--- config.mk ---
export PLATFORM = sky130hd
export DESIGN_NAME = dbs_host_flat
export DESIGN_NICKNAME = d
export VERILOG_FILES = /design/src/hw/dbs_pkg.sv /design/src/hw/dbs_lane_if.sv /design/src/hw/dbs_host.sv /design/src/flat_wrapper.sv
export VERILOG_INCLUDE_DIRS = /design/src /design/src/hw
export SDC_FILE = /design/constraint.sdc
export NUM_CORES = 1
export LEC_CHECK = 0
export ABC_AREA = 1
export BUFFER_PORTS_ARGS = -buffer_cell sky130_fd_sc_hd__buf_2
export CORE_MARGIN = 2
export CORE_UTILIZATION = 65
export DETAILED_ROUTE_END_ITERATION = 7
export PLACE_DENSITY = 0.82
export SYNTH_ARGS = -nofsm -noshare
export SYNTH_HDL_FRONTEND = slang
export SYNTH_SLANG_ARGS = --single-unit
--- constraint.sdc ---
create_clock -name clk_sys -period 3.03 [get_ports clk_sys]
set_input_delay 0.303 -clock clk_sys [delete_from_list [all_inputs] [get_ports clk_sys]]
set_output_delay 0.303 -clock clk_sys [all_outputs]
set_load 0.01 [all_outputs]
--- src/hw/dbs_regs.svh ---
// timing counts, line codes and sizes of the burst sequencer, both ends.
// assumes clk_sys at 4 ns and a lane clock made by the host from it.
`ifndef DBS_REGS_SVH
`define DBS_REGS_SVH

// ----------------------------------------------------------------
// clocking
// ----------------------------------------------------------------
`define DBS_SYS_CLK_NS 4
`define DBS_SYS_PER_UI 2
`define DBS_UI_NS (`DBS_SYS_CLK_NS * `DBS_SYS_PER_UI)
`define DBS_LINK_CLK_NS (2 * `DBS_UI_NS)
`define DBS_UP(t, p) (((t) + (p) - 1) / (p))

// ----------------------------------------------------------------
// host side times, ns, and their clk_sys counts, trailer in UI
// ----------------------------------------------------------------
`define DBS_LPX_NS 60
`define DBS_LPX_CYC `DBS_UP(`DBS_LPX_NS, `DBS_SYS_CLK_NS)
`define DBS_PREP_NS 80
`define DBS_PREP_CYC `DBS_UP(`DBS_PREP_NS, `DBS_SYS_CLK_NS)
`define DBS_ZERO_NS 160
`define DBS_ZERO_CYC `DBS_UP(`DBS_ZERO_NS, `DBS_SYS_CLK_NS)
`define DBS_EXIT_NS 120
`define DBS_EXIT_CYC `DBS_UP(`DBS_EXIT_NS, `DBS_SYS_CLK_NS)
`define DBS_TRAIL_NS 96
`define DBS_TRAIL_UI `DBS_UP(`DBS_TRAIL_NS, `DBS_UI_NS)
`define DBS_SYNC_PAT 8'h1d

// ----------------------------------------------------------------
// device side times, ns, and their lane clock counts
// ----------------------------------------------------------------
`define DBS_RX_LPX_NS 50
`define DBS_RX_LPX_CYC `DBS_UP(`DBS_RX_LPX_NS, `DBS_LINK_CLK_NS)
`define DBS_SKIP_NS 48
`define DBS_SKIP_CYC (`DBS_SKIP_NS / `DBS_LINK_CLK_NS)
`define DBS_SYNC_LAG 2
`define DBS_HIST (`DBS_SKIP_CYC + `DBS_SYNC_LAG)
`define DBS_HOLD 4
`define DBS_HB_DEPTH 8

// ----------------------------------------------------------------
// low-power line codes {dp, dn} and buffer
// ----------------------------------------------------------------
`define DBS_LP11 2'h3
`define DBS_LP00 2'h0
`define DBS_FIFO_W 9
`define DBS_FIFO_DEPTH 32

`endif

--- src/hw/dbs_pkg.sv ---
// state types of both lane ends.
// assumes dbs_regs.svh on the include path.
`include "dbs_regs.svh"

package dbs_pkg;

    // ----------------------------------------------------------------
    // host
    // ----------------------------------------------------------------
    typedef enum logic [6:0] {
        HS_STOP = 7'h01,
        HS_LP01 = 7'h02,
        HS_PREP = 7'h04,
        HS_ZERO = 7'h08,
        HS_SYNC = 7'h10,
        HS_DATA = 7'h20,
        HS_TRAIL = 7'h40
    } dbs_host_e;

    typedef struct packed {
        dbs_host_e st;
        logic ph;
        logic clk_o;
        logic hs_d;
        logic hs_on;
        logic lp_p;
        logic lp_n;
        logic [7:0] cnt;
        logic [2:0] bit_i;
        logic [7:0] cur;
        logic cur_last;
        logic busy;
        logic underrun;
    } dbs_host_s;

    // ----------------------------------------------------------------
    // device
    // ----------------------------------------------------------------
    typedef enum logic [3:0] {
        DS_STOP = 4'h1,
        DS_HUNT = 4'h2,
        DS_DATA = 4'h4,
        DS_FLUSH = 4'h8
    } dbs_dev_e;

    typedef struct packed {
        dbs_dev_e st;
        logic term;
        logic [2:0] arm;
        logic [9:0] hist;
        logic prev;
        logic [7:0] sr;
        logic [15:0] nbit;
        logic [15:0] lt;
        logic [`DBS_HIST-1:0][15:0] lth;
        logic [`DBS_HB_DEPTH-1:0][7:0] hb;
        logic [12:0] ncomp;
        logic [12:0] nout;
        logic [12:0] nvalid;
        logic out_vld;
        logic [7:0] out_data;
        logic eop;
        logic drop;
    } dbs_dev_s;

endpackage

--- src/hw/dbs_lane_if.sv ---
// one data lane plus its forwarded clock, at the logic level.
// assumes the bench reads these nets directly; no analog levels here.
interface dbs_lane_if;
    logic hs_clk;
    logic hs_data;
    logic hs_drive;
    logic lp_dp;
    logic lp_dn;
    logic term_en;

    modport host (
        output hs_clk,
        output hs_data,
        output hs_drive,
        output lp_dp,
        output lp_dn,
        input term_en
    );

    modport dev (
        input hs_clk,
        input hs_data,
        input hs_drive,
        input lp_dp,
        input lp_dn,
        output term_en
    );
endinterface

--- src/hw/dbs_host.sv ---
// host end: byte fifo and the burst transmitter of one lane.
// assumes clk_sys at 250 MHz; the lane clock is divided from it here.
//
// Contract
// RQ1 - hold LP-00 prepare 40+4UI to 85+6UI
// RQ2 - drive HS-0 at least 105+6UI before sync
// RQ3 - receiver enables termination within 35+4UI
// RQ4 - trailer: inverted last bit, at least 60+4UI
// RQ5 - reach LP-11 within 105+12UI of trailer
// RQ6 - receiver ignores end activity 40 to 55+4UI
// RQ7 - hold LP-11 100 ns before next sequence
// RQ8 - every low-power state lasts 50 ns
// RQ9 - unit interval between 1 and 12.5 ns
// RQ10 - no bit period shorter than one UI
// RQ11 - receiver samples a bit each clock edge
// RQ12 - at most 1 Gbps per lane
// RQ13 - aggregate rate within pixel-format limits
// RQ14 - UI-dependent minimums hold at every rate
// RQ15 - sync sequence lasts eight unit intervals
// RQ16 - align on leader 00011101, else discard
// RQ17 - deliver bytes in order, flag end at LP-11
`include "dbs_regs.svh"

// ----------------------------------------------------------------
// fifo
// ----------------------------------------------------------------
module dbs_fifo #(
    parameter int W = 8,
    parameter int D = 32
) (
    // clock and reset
    input wire logic clk_sys,
    input wire logic rst,
    // fill side
    input wire logic [W-1:0] in_data,
    input wire logic in_valid,
    output logic in_ready,
    // drain side
    output logic [W-1:0] out_data,
    output logic out_valid,
    input wire logic out_ready
);
    localparam int AW = $clog2(D);

    typedef struct packed {
        logic [D-1:0][W-1:0] mem;
        logic [AW-1:0] wp;
        logic [AW-1:0] rp;
        logic [AW:0] cnt;
        logic in_rdy;
        logic out_vld;
    } dbs_fifo_s;

    dbs_fifo_s s_r;
    dbs_fifo_s s_nxt;
    logic push;
    logic pop;

    always_comb begin
        s_nxt = s_r;
        push = in_valid & s_r.in_rdy;
        pop = out_ready & s_r.out_vld;
        if (push) begin
            s_nxt.mem[s_r.wp] = in_data;
            s_nxt.wp = s_r.wp + AW'(1);
        end
        if (pop) begin
            s_nxt.rp = s_r.rp + AW'(1);
        end
        if (push && !pop) begin
            s_nxt.cnt = s_r.cnt + (AW + 1)'(1);
        end else if (pop && !push) begin
            s_nxt.cnt = s_r.cnt - (AW + 1)'(1);
        end
        // flags registered so both handshake outputs come from flops
        s_nxt.in_rdy = (s_nxt.cnt != (AW + 1)'(D));
        s_nxt.out_vld = (s_nxt.cnt != '0);
    end

    always_ff @(posedge clk_sys) begin
        if (rst) begin
            s_r <= '0;
            s_r.in_rdy <= 1'b1;
        end else begin
            s_r <= s_nxt;
        end
    end

    assign in_ready = s_r.in_rdy;
    assign out_valid = s_r.out_vld;
    assign out_data = s_r.mem[s_r.rp];
endmodule

// ----------------------------------------------------------------
// transmitter
// ----------------------------------------------------------------
module dbs_host (
    // system
    input wire logic clk_sys,
    input wire logic rst,
    // payload bytes in
    input wire logic [7:0] tx_data,
    input wire logic tx_last,
    input wire logic tx_valid,
    output logic tx_ready,
    // status
    output logic busy,
    output logic underrun,
    // lane
    dbs_lane_if.host lane
);
    // a literal cannot be bit-selected, so the leader gets a named constant
    localparam logic [7:0] SYNC_PAT = `DBS_SYNC_PAT;

    dbs_pkg::dbs_host_s s_r;
    dbs_pkg::dbs_host_s s_nxt;
    logic [8:0] f_data;
    logic f_vld;
    logic f_pop;
    logic last_bit;

    dbs_fifo #(
        .W(`DBS_FIFO_W),
        .D(`DBS_FIFO_DEPTH)
    ) u_fifo (
        .clk_sys(clk_sys),
        .rst(rst),
        .in_data({tx_last, tx_data}),
        .in_valid(tx_valid),
        .in_ready(tx_ready),
        .out_data(f_data),
        .out_valid(f_vld),
        .out_ready(f_pop)
    );

    always_comb begin
        s_nxt = s_r;
        s_nxt.underrun = 1'b0;
        last_bit = (s_r.bit_i == 3'h7);
        // one lane at 125 Mbps, far below per-lane and aggregate caps
        s_nxt.ph = ~s_r.ph; // RQ9 RQ12 RQ13
        // clock flips on even phase, data on odd: data sits mid-UI
        if (!s_r.ph) begin
            s_nxt.clk_o = ~s_r.clk_o;
        end
        f_pop = s_r.ph && last_bit && (s_r.st == dbs_pkg::HS_SYNC ||
                (s_r.st == dbs_pkg::HS_DATA && !s_r.cur_last));
        case (s_r.st)
            dbs_pkg::HS_STOP: begin
                s_nxt.busy = 1'b0;
                if (s_r.cnt < 8'(`DBS_EXIT_CYC - 1)) begin
                    s_nxt.cnt = s_r.cnt + 8'h01;
                end else if (f_vld) begin // RQ7
                    s_nxt.st = dbs_pkg::HS_LP01;
                    s_nxt.lp_p = 1'b0;
                    s_nxt.cnt = 8'h00;
                    s_nxt.busy = 1'b1;
                end
            end
            dbs_pkg::HS_LP01: begin
                s_nxt.cnt = s_r.cnt + 8'h01;
                if (s_r.cnt == 8'(`DBS_LPX_CYC - 1)) begin // RQ8
                    s_nxt.st = dbs_pkg::HS_PREP;
                    s_nxt.lp_n = 1'b0;
                    s_nxt.cnt = 8'h00;
                end
            end
            dbs_pkg::HS_PREP: begin
                s_nxt.cnt = s_r.cnt + 8'h01;
                if (s_r.cnt == 8'(`DBS_PREP_CYC - 1)) begin // RQ1 RQ14
                    s_nxt.st = dbs_pkg::HS_ZERO;
                    s_nxt.hs_on = 1'b1;
                    s_nxt.hs_d = 1'b0;
                    s_nxt.cnt = 8'h00;
                end
            end
            dbs_pkg::HS_ZERO: begin
                s_nxt.cnt = s_r.cnt + 8'h01;
                if (s_r.cnt == 8'(`DBS_ZERO_CYC - 1)) begin // RQ2 RQ14
                    s_nxt.st = dbs_pkg::HS_SYNC;
                    s_nxt.bit_i = 3'h0;
                end
            end
            dbs_pkg::HS_SYNC: begin
                if (s_r.ph) begin
                    // leader goes out msb first in time
                    s_nxt.hs_d = SYNC_PAT[3'h7 - s_r.bit_i]; // RQ15 RQ16
                    s_nxt.bit_i = s_r.bit_i + 3'h1;
                    if (last_bit) begin
                        s_nxt.st = dbs_pkg::HS_DATA;
                        s_nxt.cur = f_data[7:0];
                        s_nxt.cur_last = f_data[8];
                    end
                end
            end
            dbs_pkg::HS_DATA: begin
                if (s_r.ph) begin
                    // one bit per UI, lsb first, never shortened
                    s_nxt.hs_d = s_r.cur[s_r.bit_i]; // RQ10
                    s_nxt.bit_i = s_r.bit_i + 3'h1;
                    if (last_bit) begin
                        if (!s_r.cur_last && f_vld) begin
                            s_nxt.cur = f_data[7:0];
                            s_nxt.cur_last = f_data[8];
                        end else begin
                            // lane cannot pause mid-burst, so a late byte ends it
                            s_nxt.underrun = !s_r.cur_last;
                            s_nxt.st = dbs_pkg::HS_TRAIL;
                            s_nxt.cnt = 8'h00;
                        end
                    end
                end
            end
            dbs_pkg::HS_TRAIL: begin
                if (s_r.ph) begin
                    s_nxt.hs_d = ~s_r.cur[7]; // RQ4
                    s_nxt.cnt = s_r.cnt + 8'h01;
                    if (s_r.cnt == 8'(`DBS_TRAIL_UI)) begin // RQ4 RQ5
                        s_nxt.hs_d = s_r.hs_d;
                        s_nxt.st = dbs_pkg::HS_STOP;
                        s_nxt.hs_on = 1'b0;
                        s_nxt.lp_p = 1'b1;
                        s_nxt.lp_n = 1'b1;
                        s_nxt.cnt = 8'h00;
                    end
                end
            end
            default: begin
                s_nxt.st = dbs_pkg::HS_STOP;
            end
        endcase
    end

    always_ff @(posedge clk_sys) begin
        if (rst) begin
            s_r <= '0;
            s_r.st <= dbs_pkg::HS_STOP;
            s_r.lp_p <= 1'b1;
            s_r.lp_n <= 1'b1;
        end else begin
            s_r <= s_nxt;
        end
    end

    assign busy = s_r.busy;
    assign underrun = s_r.underrun;
    assign lane.hs_clk = s_r.clk_o;
    assign lane.hs_data = s_r.hs_d;
    assign lane.hs_drive = s_r.hs_on;
    assign lane.lp_dp = s_r.lp_p;
    assign lane.lp_dn = s_r.lp_n;
endmodule

--- src/flat_wrapper.sv ---
// flat-port wrapper written by rule: the top's interface ports become plain ports
module dbs_host_flat 
  (clk_sys, rst, tx_data, tx_last, tx_valid, tx_ready, busy, underrun, lane_hs_clk, lane_hs_data, lane_hs_drive, lane_lp_dp, lane_lp_dn, lane_term_en);
  dbs_lane_if lane_i ();
  input wire logic clk_sys;
  input wire logic rst;
  input wire logic [7:0] tx_data;
  input wire logic tx_last;
  input wire logic tx_valid;
  output logic tx_ready;
  output logic busy;
  output logic underrun;
  output wire logic [$bits(lane_i.hs_clk)-1:0] lane_hs_clk;
  output wire logic [$bits(lane_i.hs_data)-1:0] lane_hs_data;
  output wire logic [$bits(lane_i.hs_drive)-1:0] lane_hs_drive;
  output wire logic [$bits(lane_i.lp_dp)-1:0] lane_lp_dp;
  output wire logic [$bits(lane_i.lp_dn)-1:0] lane_lp_dn;
  input wire logic [$bits(lane_i.term_en)-1:0] lane_term_en;
  assign lane_hs_clk = lane_i.hs_clk;
  assign lane_hs_data = lane_i.hs_data;
  assign lane_hs_drive = lane_i.hs_drive;
  assign lane_lp_dp = lane_i.lp_dp;
  assign lane_lp_dn = lane_i.lp_dn;
  assign lane_i.term_en = lane_term_en;
  dbs_host u_core (.clk_sys(clk_sys), .rst(rst), .tx_data(tx_data), .tx_last(tx_last), .tx_valid(tx_valid), .tx_ready(tx_ready), .busy(busy), .underrun(underrun), .lane(lane_i));
endmodule
After elaboration in Yosys (flattened, before gate mapping)
Memories as Yosys holds them, arrays and structs flattened. Index checks and enable logic that the tools add are counted.

Register bits after elaboration: 341. Memory bits (read-only): 8. Input port bits: 13. Output and inout bits: 8. Word-level logic and storage cells: 178. Memories kept: 1.

Add/sub/neg operators: 7. $lt $le $gt $ge: 6. Equality and inequality tests: 28. Mux-type cells: 51. Bitwise logic cells: 7. Reduce and logical (&&, ||, !) cells: 28.

Memories: (no name shown) (depth 8, width 1, read ports 1, clocked after memory_dff 0, write ports 0, line dbs_host.sv:187) `s_nxt.hs_d = SYNC_PAT[3'h7 - s_r.bit_i];`.

Operators with widths (count): $bwmux W288 (1); $mux W7 (12); $mux W9 (6); $pmux W7 S7 (1); $pmux W8 S6 (1); $bmux W9 S5 (1); $demux W9 S5 (1); $mux W8 (5); $mux W12 (3); $mux W20 (1); $ne A2 B1 Y1 const B (9); $pmux W9 S2 (1); $reduce_and A6 Y1 (3); $eq A8 B4 Y1 const B (2); $lt A5 B6 Y1 const B (2); $mux W6 (2); $reduce_and A12 Y1 (1); $reduce_and A4 Y1 (3); $reduce_bool A6 Y1 (2); $add A5 B1 Y5 const B (2); $ne A2 B2 Y1 const B (5); $pmux W3 S3 (1); $add A8 B1 Y8 const B (1); $eq A8 B5 Y1 const B (1); other kinds (34) (60).

Depth between registers and ports, before layout
Gate-level depths: netlist of run 1.

Depth after elaboration: 9. Mapped depth: 14. Gate-level depth less buffers: 14.

Hierarchy
Synthesis of run 1 repeated with hierarchy kept, for this count alone.

Cell total of the unflattened synthesis: 2400. Area total of the unflattened synthesis: 16120.5 um2.

Modules (own cells, without submodules): dbs_fifo (instances 1, cells each 2062, area each 13853.3 um2, seq. area each 6125.9 um2); dbs_host (instances 1, cells each 338, area each 2267.2 um2, seq. area each 700.7 um2).

Worst setup path after synthesis of run 1
No wires, ideal clock.

Path type: flip-flop to flip-flop. From: register u_core.s_r[11] (netlist bit). To: register u_core.u_fifo.s_r, in the netlist u_core.u_fifo.out_valid. Setup time: 0.128 ns. Data arrival time: 1.799 ns. Required time: 2.902 ns. Slack: 1.104 ns. Stages on the path, launching flop included: 14. Buffers on the path: 0. Period minus slack after synthesis: 1.926 ns. Cells stage by stage: dfxtp_1 -> ha_1 -> ha_1 -> nand2_1 -> nor2_1 -> nand3_4 -> nor2_4 -> nand3_1 -> nand2_1 -> nand2_1 -> nand2_1 -> nand2_1 -> nor2_1 -> nor2_1.

Cells in the longest elaborated chain, start to end: 8. Elaborated cells between the ends (all ways): 10. Those cells by class: eq/ne (1); mux (2); bitwise (1); reduce/logical (6).

RTL lines: start: declaration (line dbs_host.sv:115) `dbs_pkg::dbs_host_s s_r;`; start signal: assignment (line dbs_host.sv:241) `s_r <= s_nxt;`; $eq A3 B3 Y1 * (line dbs_host.sv:139) `last_bit = (s_r.bit_i == 3'h7);`; $logic_and A1 B1 Y1 * (2 in a row) (line dbs_host.sv:146) `f_pop = s_r.ph && last_bit && (s_r.st == dbs_pkg::HS_SYNC ||`; $and A1 B1 Y1 * (line dbs_host.sv:62) `pop = out_ready & s_r.out_vld;`; $logic_and A1 B1 Y1 / $logic_not A1 Y1 (equally long branches) (line dbs_host.sv:72, dbs_host.sv:70); $mux W6 / $logic_and A1 B1 Y1 (equally long branches) (line dbs_host.sv:72, dbs_host.sv:70); $mux W6 * (line dbs_host.sv:70) `if (push && !pop) begin`; $reduce_bool A6 Y1 * (line dbs_host.sv:77) `s_nxt.out_vld = (s_nxt.cnt != '0);`; end signal: assignment (line dbs_host.sv:85) `s_r <= s_nxt;`; end: declaration (line dbs_host.sv:54) `dbs_fifo_s s_r;`.

Mark *: on every way between the ends. The rest lies on a longest branch, timed or not. A chain may end at the register's enable or synchronous reset.

Worst setup path after layout of run 1
From: register u_core.u_fifo.s_r[11] (netlist bit). To: register u_core.s_r[10] (netlist bit).

Cells in the longest elaborated chain, start to end: 6. Elaborated cells between the ends (all ways): 8. Those cells by class: mux (8).

RTL lines: $bmux W9 S5 * (line dbs_host.sv:91) `assign out_data = s_r.mem[s_r.rp];`; $mux W9 (not written as such) * (line dbs_host.sv:91); $mux W9 (line dbs_host.sv:202) `if (!s_r.cur_last && f_vld) begin`; $mux W9 (line dbs_host.sv:201) `if (last_bit) begin`; $mux W20 (line dbs_host.sv:197) `if (s_r.ph) begin`; $pmux W9 S2 * (line dbs_host.sv:148) `case (s_r.st)`.

Mark *: on every way between the ends. The rest lies on a longest branch, timed or not. The select of a mux whose other input is x is not followed.

==> results of run 1 <==
cells by family after synthesis:
group,share of synthesized area
fa+ha+maj,0.00962
buf+inv,0.0626
compound gates,0.219
simple gates,0.268
xor+xnor,0.00337
flops,0.438
final cells by class:
class                           count  area (um^2)
Timing Repair Buffer               54          420
Clock inverter                      8          133
Fill cell                        1978         6430
Multi-Input combinational cell   1676         7800
Inverter                          128          487
Sequential cell                   341         6830
Tap cell                          319          399
Clock buffer                       52         1040
Antenna cell                        1         2.50
synth_stat cells (2+ instances only):
library cell / count
sky130_fd_sc_hd__o22ai_1: 38
sky130_fd_sc_hd__a41oi_1: 3
sky130_fd_sc_hd__nor3_1: 10
sky130_fd_sc_hd__buf_1: 6
sky130_fd_sc_hd__nand3b_1: 3
sky130_fd_sc_hd__o21ai_0: 455
sky130_fd_sc_hd__nand2_1: 142
sky130_fd_sc_hd__a31oi_1: 2
sky130_fd_sc_hd__nor2_4: 4
sky130_fd_sc_hd__o211ai_1: 25
sky130_fd_sc_hd__buf_4: 2
sky130_fd_sc_hd__dfxtp_1: 341
sky130_fd_sc_hd__nor2_2: 12
sky130_fd_sc_hd__clkinv_1: 16
sky130_fd_sc_hd__nand4_1: 19
sky130_fd_sc_hd__buf_2: 15
sky130_fd_sc_hd__nand2_2: 5
sky130_fd_sc_hd__o21ai_1: 4
sky130_fd_sc_hd__nand3_2: 3
sky130_fd_sc_hd__inv_1: 90
sky130_fd_sc_hd__inv_2: 22
sky130_fd_sc_hd__nor2_1: 752
sky130_fd_sc_hd__nand3_1: 66
sky130_fd_sc_hd__o221ai_1: 16
sky130_fd_sc_hd__xor2_1: 5
sky130_fd_sc_hd__a21oi_1: 76
sky130_fd_sc_hd__nand2_4: 2
sky130_fd_sc_hd__nor3_2: 4
sky130_fd_sc_hd__a21oi_4: 2
sky130_fd_sc_hd__ha_1: 12
sky130_fd_sc_hd__clkbuf_1: 102
where the power goes:
group	total, mW	internal [mW]	switching (mW)
Sequential	4.63	4.56	0.0758
Combinational	0.855	0.235	0.620
Clock	4.43	2.64	1.79
Total	9.92	7.43	2.49
worst min-delay path, delay by kind of cell:
| family | cells | cell delay, ns |
|---|---|---|
| buffers and inverters | 2 | 0.24 |
| and+or+nand+nor | 1 | 0.10 |
stage by stage:
stage	setup slack (ns)	instances	utilization	hold slack, ns
after global routing	0.464	2578	0.727	0.191
after global placement	0.845	2518	0.677	0.422
after detailed placement	0.772	2518	0.677	0.431
after CTS	0.746	2578	0.727	0.158
after floorplan	1.10	2270	-	0.395
final	0.659	2579	0.727	0.169
state kept, by name (all words and copies together) (netlist names):
name / flops
u_core.u_fifo.out_valid: 1
u_core.s_r: 28
u_core.busy: 1
u_core.u_fifo.in_ready: 1
u_core.u_fifo.s_r: 304
u_core.underrun: 1
u_core.lane.hs_clk: 1
u_core.lane.lp_dn: 1
u_core.lane.hs_data: 1
u_core.lane.hs_drive: 1
u_core.lane.lp_dp: 1
final timing paths:
path                    startpoint             end  cells after the start
min                            rst  u_core.s_r[28]                      3
max          u_core.u_fifo.s_r[11]  u_core.s_r[10]                      6
min reg2reg         u_core.s_r[27]  u_core.s_r[27]                      1
max reg2reg  u_core.u_fifo.s_r[11]  u_core.s_r[10]                      6
layout by cell type (no fill, tap or decap), types with 22 or more instances in the layout:
master,n
sky130_fd_sc_hd__nand3_1,66
sky130_fd_sc_hd__o21ai_0,455
sky130_fd_sc_hd__nand2_1,142
sky130_fd_sc_hd__a21oi_1,76
sky130_fd_sc_hd__clkbuf_16,36
sky130_fd_sc_hd__buf_4,30
sky130_fd_sc_hd__inv_2,22
sky130_fd_sc_hd__inv_1,88
sky130_fd_sc_hd__o22ai_1,38
sky130_fd_sc_hd__dfxtp_1,339
sky130_fd_sc_hd__nor2_1,752
sky130_fd_sc_hd__o211ai_1,25
layer usage:
layer / global-route usage / vias up / part of all wire
met1: 0.464 / 7141 / 0.42
met3: 0.0624 / 151 / 0.092
met5: 0 / - / 0
met4: 0.140 / 0 / 0.037
met2: 0.566 / 784 / 0.45
li1: - / 7459 / -
==> summary.md, run 1 <==
Floorplan
- **ports placed on the boundary** 21
- **die boundary height** 159 um
- **core footprint** 23500 um^2
- **starting density of the core** 0.663
- **horizontal extent of the die** 159 um
- **area of the die** 25300 um^2
- **count of standard-cell rows** 56

Synth
- **count of mapped cells out of synthesis** 2270
- **Syn. warnings** 0
- **area leader, netlist** sky130_fd_sc_hd__dfxtp_1
- **post-synthesis sequential element count** 341
- **area share of the leading cell type in the synthesized netlist** 0.438
- **EDFF count, synth** 0
- **post-synthesis sequential area ratio** 0.438
- **net count after synthesis** 2295
- **main area contributors after synthesis** sky130_fd_sc_hd__dfxtp_1 44%, sky130_fd_sc_hd__nor2_1 18%, sky130_fd_sc_hd__o21ai_0 15%
- **average cell area after synthesis** 6.87 um^2
- **fraction of synthesis flops using an asynchronous set or reset pin** 0
- **Synth Cell Area** 15600 um^2
- **ys flop type** sky130_fd_sc_hd__dfxtp_1
- **number of distinct library cell variants in the gate-level netlist after synthesis** 47

Setup path
- **CP startpoint kind** register
- **critical path cell sequence** inv_1 > nor2_1 > nand2_1 > nand4_1 > nand3_1 > a21oi_1
- **critical path peak fanout** 20
- **buffers plus inverters on the worst setup path** 1
- **CP arrival** 2.81 ns
- **delay of the slowest cell on the worst path** 1.03 ns
- **Register-to-Register Setup Slack** 0.66 ns
- **classification of the worst setup path** reg -> reg
- **Top delay family on crit path** simple AND/OR/NAND/NOR gates
- **Req. time, crit path** 3.47 ns
- **Crit-path slowest cell** sky130_fd_sc_hd__nor2_1
- **category of the worst setup path capture point** register

Detailed routing
- **Via density** 6.02
- **initial DRC count** 1937
- **number of vias after detailed routing** 15.5k
- **Post-DRT Antenna Nets** 0
- **Initial DRT Pass Iterations** 6
- **wire length per cell** 17.6 um
- **DRT Wirelength** 45300 um
- **drt drc** 0

CTS
- **CTS H-tree depth** 2
- **Post-CTS Setup Bufs** 0
- **clock-pin slew on the worst setup and hold paths** 0.06 ns
- **cts-stage hold buffer count** 0
- **Clk Tree Root Cell** sky130_fd_sc_hd__clkbuf_16
- **buffers from clock root to sink, at most** 3
- **number of clock sinks** 341
- **number of gates resized after CTS** 0
- **source-to-sink clock delay at the later pin of the worst-skew pair** 0.52 ns
- **Inserted Clock Buffers** 36
- **clock tree from TritonCTS** yes

Timing
- **post-route minimum period** 2.37 ns
- **final setup fails** 0
- **Max-slew headroom** 0.200
- **period utilization** 0.783
- **maximum clock frequency** 422 MHz
- **worst-margin pin slew** 1.20 ns
- **post-route setup TNS** 0 ns
- **setup skew after layout** 0.0197 ns
- **final hold viol count** 0
- **RSZ-0062 raised after global routing** false
- **number of pins exceeding their max-slew limit in the final report** 0

Status
- **run status** completed

Placed design
- **Post-DP HPWL** 27700 um
- **Final GP Congestion** 0.923
- **number of buffers inserted by port buffering** 19
- **cell area reported after detailed placement** 15900 um^2

Job
- **max-capacitance violation count** 0

Pwr
- **leakage power figure** 7.29 nW
- **Peak VDD IR** 0.524 mV
- **Power Density** 580 nW/um^2
- **total power consumption of the routed design** 9.92 mW

Global routing
- **overall overflow remaining after global route** 0
- **pin count of the biggest net entering global routing** 115
- **via count of the first global-routing pass** 14.4k
- **antenna violations before repair** 0
- **global-route wire length before repair** 73100 um
- **Total GRT Usage** 0.349

Final layout
- **proportion of layout cells with a drive suffix above 1** 0.0753
- **total number of nets in the final design** 2262
- **final instance area** 17100 um^2
- **area growth from synthesis to layout** 9.69%

Min path
- **worst min path class** in -> reg

Power figures use the tool's default switching activity.
==> run 2: changes to the inputs <==
--- a/config.mk
+++ b/config.mk
@@ -9,9 +9,9 @@
 export ABC_AREA = 1
 export BUFFER_PORTS_ARGS = -buffer_cell sky130_fd_sc_hd__buf_2
 export CORE_MARGIN = 2
-export CORE_UTILIZATION = 65
+export CORE_UTILIZATION = 57
 export DETAILED_ROUTE_END_ITERATION = 7
-export PLACE_DENSITY = 0.82
+export PLACE_DENSITY = 0.76
 export SYNTH_ARGS = -nofsm -noshare
 export SYNTH_HDL_FRONTEND = slang
 export SYNTH_SLANG_ARGS = --single-unit
==> constraint.sdc (replaced) <==
create_clock -name clk_sys -period 1.9 [get_ports clk_sys]
set_input_delay 0.19 -clock clk_sys [delete_from_list [all_inputs] [get_ports clk_sys]]
set_output_delay 0.19 -clock clk_sys [all_outputs]
set_load 0.01 [all_outputs]
==> run 2 against run 1 <==
  * Fmax up 25%
  * Global-route usage shrank 2.5 points
  * Worst hold slack worse by 0.14 ns
  * Clock skew is 0.0012 ns lower
  * Critical endpoint is now u_core.u_fifo.s_r[96]
  * Largest power group is now the clock network
  * Highest routed layer unchanged
==> summary.md, run 2 (same netlist as run 1, synthesis figures left out) <==
CTS
- **Clk Tree Root Cell** sky130_fd_sc_hd__clkbuf_16
- **clock tree from TritonCTS** yes
- **cts-stage hold buffer count** 0
- **buffers from clock root to sink, at most** 3
- **Inserted Clock Buffers** 37
- **clock-pin slew on the worst setup and hold paths** 0.07 ns
- **number of clock sinks** 341
- **CTS H-tree depth** 2
- **source-to-sink clock delay at the later pin of the worst-skew pair** 0.53 ns

Timing
- **period utilization** 0.997
- **maximum clock frequency** 528 MHz
- **final hold viol count** 0
- **post-route setup TNS** 0 ns
- **number of pins exceeding their max-slew limit in the final report** 0
- **RSZ-0062 raised after global routing** true
- **setup skew after layout** 0.0184 ns
- **worst-margin pin slew** 0.795 ns
- **Max-slew headroom** 0.470
- **post-route minimum period** 1.89 ns
- **final setup fails** 0

Global routing
- **via count of the first global-routing pass** 14.6k
- **pin count of the biggest net entering global routing** 75
- **overall overflow remaining after global route** 0
- **Total GRT Usage** 0.324
- **global-route wire length before repair** 75600 um
- **antenna violations before repair** 0

Final layout
- **count of antenna diodes in the layout** 0
- **final instance area** 18300 um^2
- **most frequent cells in the layout** 739 x sky130_fd_sc_hd__nor2_1, 449 x sky130_fd_sc_hd__o21ai_0, 328 x sky130_fd_sc_hd__dfxtp_1, 136 x sky130_fd_sc_hd__nand2_1, 100 x sky130_fd_sc_hd__buf_4
- **Layout Cells excl Fill** 2693
- **number of fill cells in the layout** 2277
- **Largest register FFs** 304
- **total number of nets in the final design** 2351
- **end-of-flow core utilization** 0.680
- **most common cell after layout, fill and taps aside** sky130_fd_sc_hd__nor2_1
- **area growth from synthesis to layout** 17.5%
- **proportion of layout cells with a drive suffix above 1** 0.137
- **register with the most flip-flops** u_core.u_fifo.s_r
- **largest registers ranked by flip-flop count** u_core.u_fifo.s_r (304), u_core.s_r (28)

Detailed routing
- **drt drc** 0
- **Post-DRT Antenna Nets** 0
- **number of vias after detailed routing** 16.0k
- **DRT Wirelength** 48200 um
- **Initial DRT Pass Iterations** 5
- **initial DRC count** 1930
- **wire length per cell** 17.9 um
- **Via density** 5.95

Setup path
- **classification of the worst setup path** reg -> reg
- **CP arrival** 2.30 ns
- **category of the worst setup path capture point** register
- **CP startpoint kind** register
- **critical path peak fanout** 10
- **worst reg2reg path depth** 8
- **Req. time, crit path** 2.31 ns

Placed design
- **placed cell count** 2607
- **cell area reported after detailed placement** 16600 um^2
- **number of buffers inserted by port buffering** 19
- **Final GP Congestion** 0.902
- **Post-DP HPWL** 29700 um

Floorplan
- **starting density of the core** 0.579
- **core footprint** 27000 um^2
- **horizontal extent of the die** 169 um
- **die boundary height** 169 um
- **ports placed on the boundary** 21
- **count of standard-cell rows** 60
- **area of the die** 28700 um^2

Min path
- **worst min path class** in -> reg
- **worst hold path depth** 3

Pwr
- **Peak VDD IR** 0.615 mV
- **Power Density** 916 nW/um^2
- **leakage power figure** 7.89 nW

Job
- **max-capacitance violation count** 0

Status
- **run status** completed

## run 2: final timing paths
kind                                              from                     end  slack, ns
worst max register to register   u_core.u_fifo.s_r[13]   u_core.u_fifo.s_r[96]      0.005
worst min-delay path                        tx_data[3]  u_core.u_fifo.s_r[291]       0.03
worst max-delay path             u_core.u_fifo.s_r[13]   u_core.u_fifo.s_r[96]      0.005
worst min register to register  u_core.u_fifo.s_r[215]  u_core.u_fifo.s_r[215]       0.45
## run 2: timing repair
action,CTS,global route
buffers inserted,9,9
cloned,0,3
pin swaps,7,21
endpoints found under the setup margin,34,155
resized for setup,13,69
## run 2: worst max-delay path: stages, from the launching register on
cell                      delay, ns
sky130_fd_sc_hd__dfxtp_1       0.34
sky130_fd_sc_hd__inv_1         0.12
sky130_fd_sc_hd__ha_1          0.16
sky130_fd_sc_hd__nand2_1       0.20
sky130_fd_sc_hd__buf_4         0.25
sky130_fd_sc_hd__nor2_2        0.34
sky130_fd_sc_hd__inv_2         0.16
sky130_fd_sc_hd__nor2_1        0.13
sky130_fd_sc_hd__nor2_1        0.05
## run 2: area by class of cell
cell class / count / area, um^2 / area share
Clock inverter: 9 / 160 / 0.00873
Multi-Input combinational cell: 1676 / 7990 / 0.435
Inverter: 128 / 509 / 0.0278
Tap cell: 341 / 427 / 0.0233
Clock buffer: 56 / 1130 / 0.0616
Timing Repair Buffer: 141 / 1280 / 0.0697
Timing Repair inverter: 1 / 5.00 / 0.000273
Sequential cell: 341 / 6850 / 0.373
## run 2: where the power goes
group	internal, mW	total, mW	switching, mW
logic	0.675	1.84	1.16
clock network	4.66	7.60	2.94
registers	7.28	7.37	0.0936
total	12.6	16.8	4.20
## run 2: layer usage
layer,vias up,global-route usage,part of all wire
li1,7625,-,-
met1,7526,0.440,0.43
met2,743,0.511,0.45
met3,117,0.0574,0.084
met4,0,0.133,0.036
met5,-,0,0
## run 2: stage by stage
stage | setup slack [ns] | total power [mW] | hold slack [ns]
finish | 0.00540 | 16.8 | 0.0304
global route | -0.0809 | 17.3 | 0.0254
CTS | 0.00520 | 16.6 | 0.0164
detailed placement | -0.125 | 9.03 | 0.441
global placement | 0.00972 | 8.98 | 0.432
floorplan | 0.0242 | 8.52 | 0.282
==> run 3: changes to the inputs <==
--- a/config.mk
+++ b/config.mk
@@ -11,7 +11,7 @@
 export CORE_MARGIN = 2
 export CORE_UTILIZATION = 57
 export DETAILED_ROUTE_END_ITERATION = 7
-export PLACE_DENSITY = 0.76
+export PLACE_DENSITY = 0.79
 export SYNTH_ARGS = -nofsm -noshare
 export SYNTH_HDL_FRONTEND = slang
 export SYNTH_SLANG_ARGS = --single-unit
==> run 3 against run 2 <==
  * The flow now finishes with violations (negative setup slack)
  * Flip-flop and latch count unchanged
  * Sequential share of layout area about the same
  * Die area unchanged
==> summary.md, run 3 (same netlist as run 1, synthesis figures left out) <==
CTS
- **source-to-sink clock delay at the later pin of the worst-skew pair** 0.53 ns
- **clock-pin slew on the worst setup and hold paths** 0.06 ns
- **Inserted Clock Buffers** 37
- **CTS H-tree depth** 2
- **buffers from clock root to sink, at most** 3
- **number of clock sinks** 341
- **Clk Tree Root Cell** sky130_fd_sc_hd__clkbuf_16
- **clock tree from TritonCTS** yes

Floorplan
- **count of standard-cell rows** 60
- **horizontal extent of the die** 169 um
- **starting density of the core** 0.579
- **core footprint** 27000 um^2
- **area of the die** 28700 um^2
- **ports placed on the boundary** 21
- **die boundary height** 169 um

Pwr
- **net switching power of the design** 4.19 mW
- **internal power** 12.1 mW
- **share of total power in sequential cells** 0.453
- **Peak VDD IR** 0.769 mV
- **Power Density** 887 nW/um^2
- **switching power as a share of total power** 0.257
- **combinational share of power** 0.111
- **leakage power figure** 7.92 nW
- **clock group share of total power** 0.435

Placed design
- **Final GP Congestion** 0.915
- **number of buffers inserted by port buffering** 19
- **DP Worst Slack** -0.0432 ns
- **cell area reported after detailed placement** 16700 um^2
- **Post-DP HPWL** 30200 um

Final layout
- **most common cell after layout, fill and taps aside** sky130_fd_sc_hd__nor2_1
- **most frequent cells in the layout** 740 x sky130_fd_sc_hd__nor2_1, 447 x sky130_fd_sc_hd__o21ai_0, 325 x sky130_fd_sc_hd__dfxtp_1, 133 x sky130_fd_sc_hd__nand2_1, 110 x sky130_fd_sc_hd__buf_4
- **count of antenna diodes in the layout** 0
- **total number of nets in the final design** 2362
- **largest registers ranked by flip-flop count** u_core.u_fifo.s_r (304), u_core.s_r (28)
- **Largest register FFs** 304
- **proportion of layout cells with a drive suffix above 1** 0.140
- **final instance area** 18400 um^2
- **register with the most flip-flops** u_core.u_fifo.s_r
- **area growth from synthesis to layout** 17.8%
- **number of fill cells in the layout** 2152

Min path
- **hold path startpoint** tx_data[1]
- **worst min path class** in -> reg

Setup path
- **category of the worst setup path capture point** register
- **critical path peak fanout** 4
- **startpoint of the worst register-to-register path** u_core.s_r[33]
- **delay of the slowest cell on the worst path** 0.35 ns
- **Crit-path slowest cell** sky130_fd_sc_hd__dfxtp_2
- **Req. time, crit path** 2.34 ns
- **classification of the worst setup path** reg -> reg
- **CP arrival** 2.44 ns
- **critical path cell sequence** nor2_4 > nand2_2 > a21oi_4 > buf_4 > nand4_1 > nand3b_1 > nor2_2 > o21ai_0 > a21oi_1
- **crit path from** u_core.s_r[33]
- **CP startpoint kind** register

Global routing
- **global-route wire length before repair** 76100 um
- **antenna violations before repair** 0
- **via count of the first global-routing pass** 15.2k
- **overall overflow remaining after global route** 0
- **pin count of the biggest net entering global routing** 85
- **Total GRT Usage** 0.325

Timing
- **setup skew after layout** 0.0159 ns
- **maximum clock frequency** 500 MHz
- **final hold viol count** 0
- **period utilization** 1.05
- **worst-margin pin slew** 0.804 ns
- **smallest setup slack after layout** -0.0996 ns
- **post-route minimum period** 2.00 ns
- **number of pins exceeding their max-slew limit in the final report** 0
- **RSZ-0062 raised after global routing** true
- **Max-slew headroom** 0.464
- **final setup fails** 6

Status
- **violations in the final reports** negative setup slack
- **run status** finished, violations left

Detailed routing
- **Initial DRT Pass Iterations** 6
- **DRT Wirelength** 49300 um
- **initial DRC count** 2177
- **drt drc** 0
- **Post-DRT Antenna Nets** 0
- **number of vias after detailed routing** 16.4k
- **wire length per cell** 18.2 um
- **Via density** 6.07

Job
- **max-capacitance violation count** 0

-- run 3: cell types whose count changed in the layout (fill, tap and decap cells not counted), sizes merged --
cell,change
clkinv,+5
inv,-1
clkinvlp,-5
clkbuf,+3
bufinv,-2
buf,+11
-- run 3: repair_timing --
| item | CTS | global route |
|---|---|---|
| resized for setup | 8 | 85 |
| buffers inserted | 5 | 15 |
| cloned | 0 | 3 |
| endpoints found under the setup margin | 12 | 125 |
| hold endpoints to repair | 0 | 0 |
| hold buffers | 0 | 0 |
| pin swaps | 2 | 21 |
-- run 3: worst paths after layout --
kind	depth (start not counted)	end	slack (ns)
min reg2reg	2	u_core.u_fifo.s_r[23]	0.45
min	3	u_core.u_fifo.s_r[271]	0.05
max	9	u_core.u_fifo.s_r[12]	-0.1
max reg2reg	9	u_core.u_fifo.s_r[12]	-0.1
-- run 3: worst max-delay path, delay by kind of cell, from the launching register on --
kind	cells	cell delay, ns
compound gates	3	0.57
simple gates	5	0.81
buf+inv	1	0.17
flops	1	0.35
-- run 3: power groups by stage --
stage	clock network, mW	registers (mW)	logic [mW]
finish	7.10	7.40	1.81
global placement	0	7.51	1.47
CTS	7.14	7.37	1.55
floorplan	0	7.51	1.01
detailed placement	0	7.52	1.53
global route	7.43	7.40	1.96
-- run 3: cell type report --
class | count | area (um^2) | share of cell area
clock inverter | 7 | 70.1 | 0.00381
tap | 341 | 427 | 0.0232
clock buffer | 58 | 1130 | 0.0613
inverter | 128 | 514 | 0.0280
multi-input combinational | 1676 | 8010 | 0.436
sequential | 341 | 6850 | 0.373
timing repair buffer | 153 | 1380 | 0.0751
-- run 3: routing by layer --
layer / GRT usage / vias up / wire [um]
met5: 0 / - / 0
met4: 0.150 / 0 / 2040
met3: 0.0560 / 154 / 4800
met2: 0.531 / 926 / 22500
met1: 0.423 / 7664 / 20000
li1: - / 7667 / -
-- run 3: stage by stage --
stage,instances,util,hold slack [ns],total power [mW],TNS [ns]
floorplan,2270,-,0.282,8.52,0
global placement,2616,0.618,0.426,8.99,0
detailed placement,2616,0.618,0.441,9.04,-0.108
CTS,2686,0.665,0.0374,16.0,-0.0127
global route,2704,0.682,0.0694,16.8,-1.60
finish,2704,0.682,0.0516,16.3,-0.229
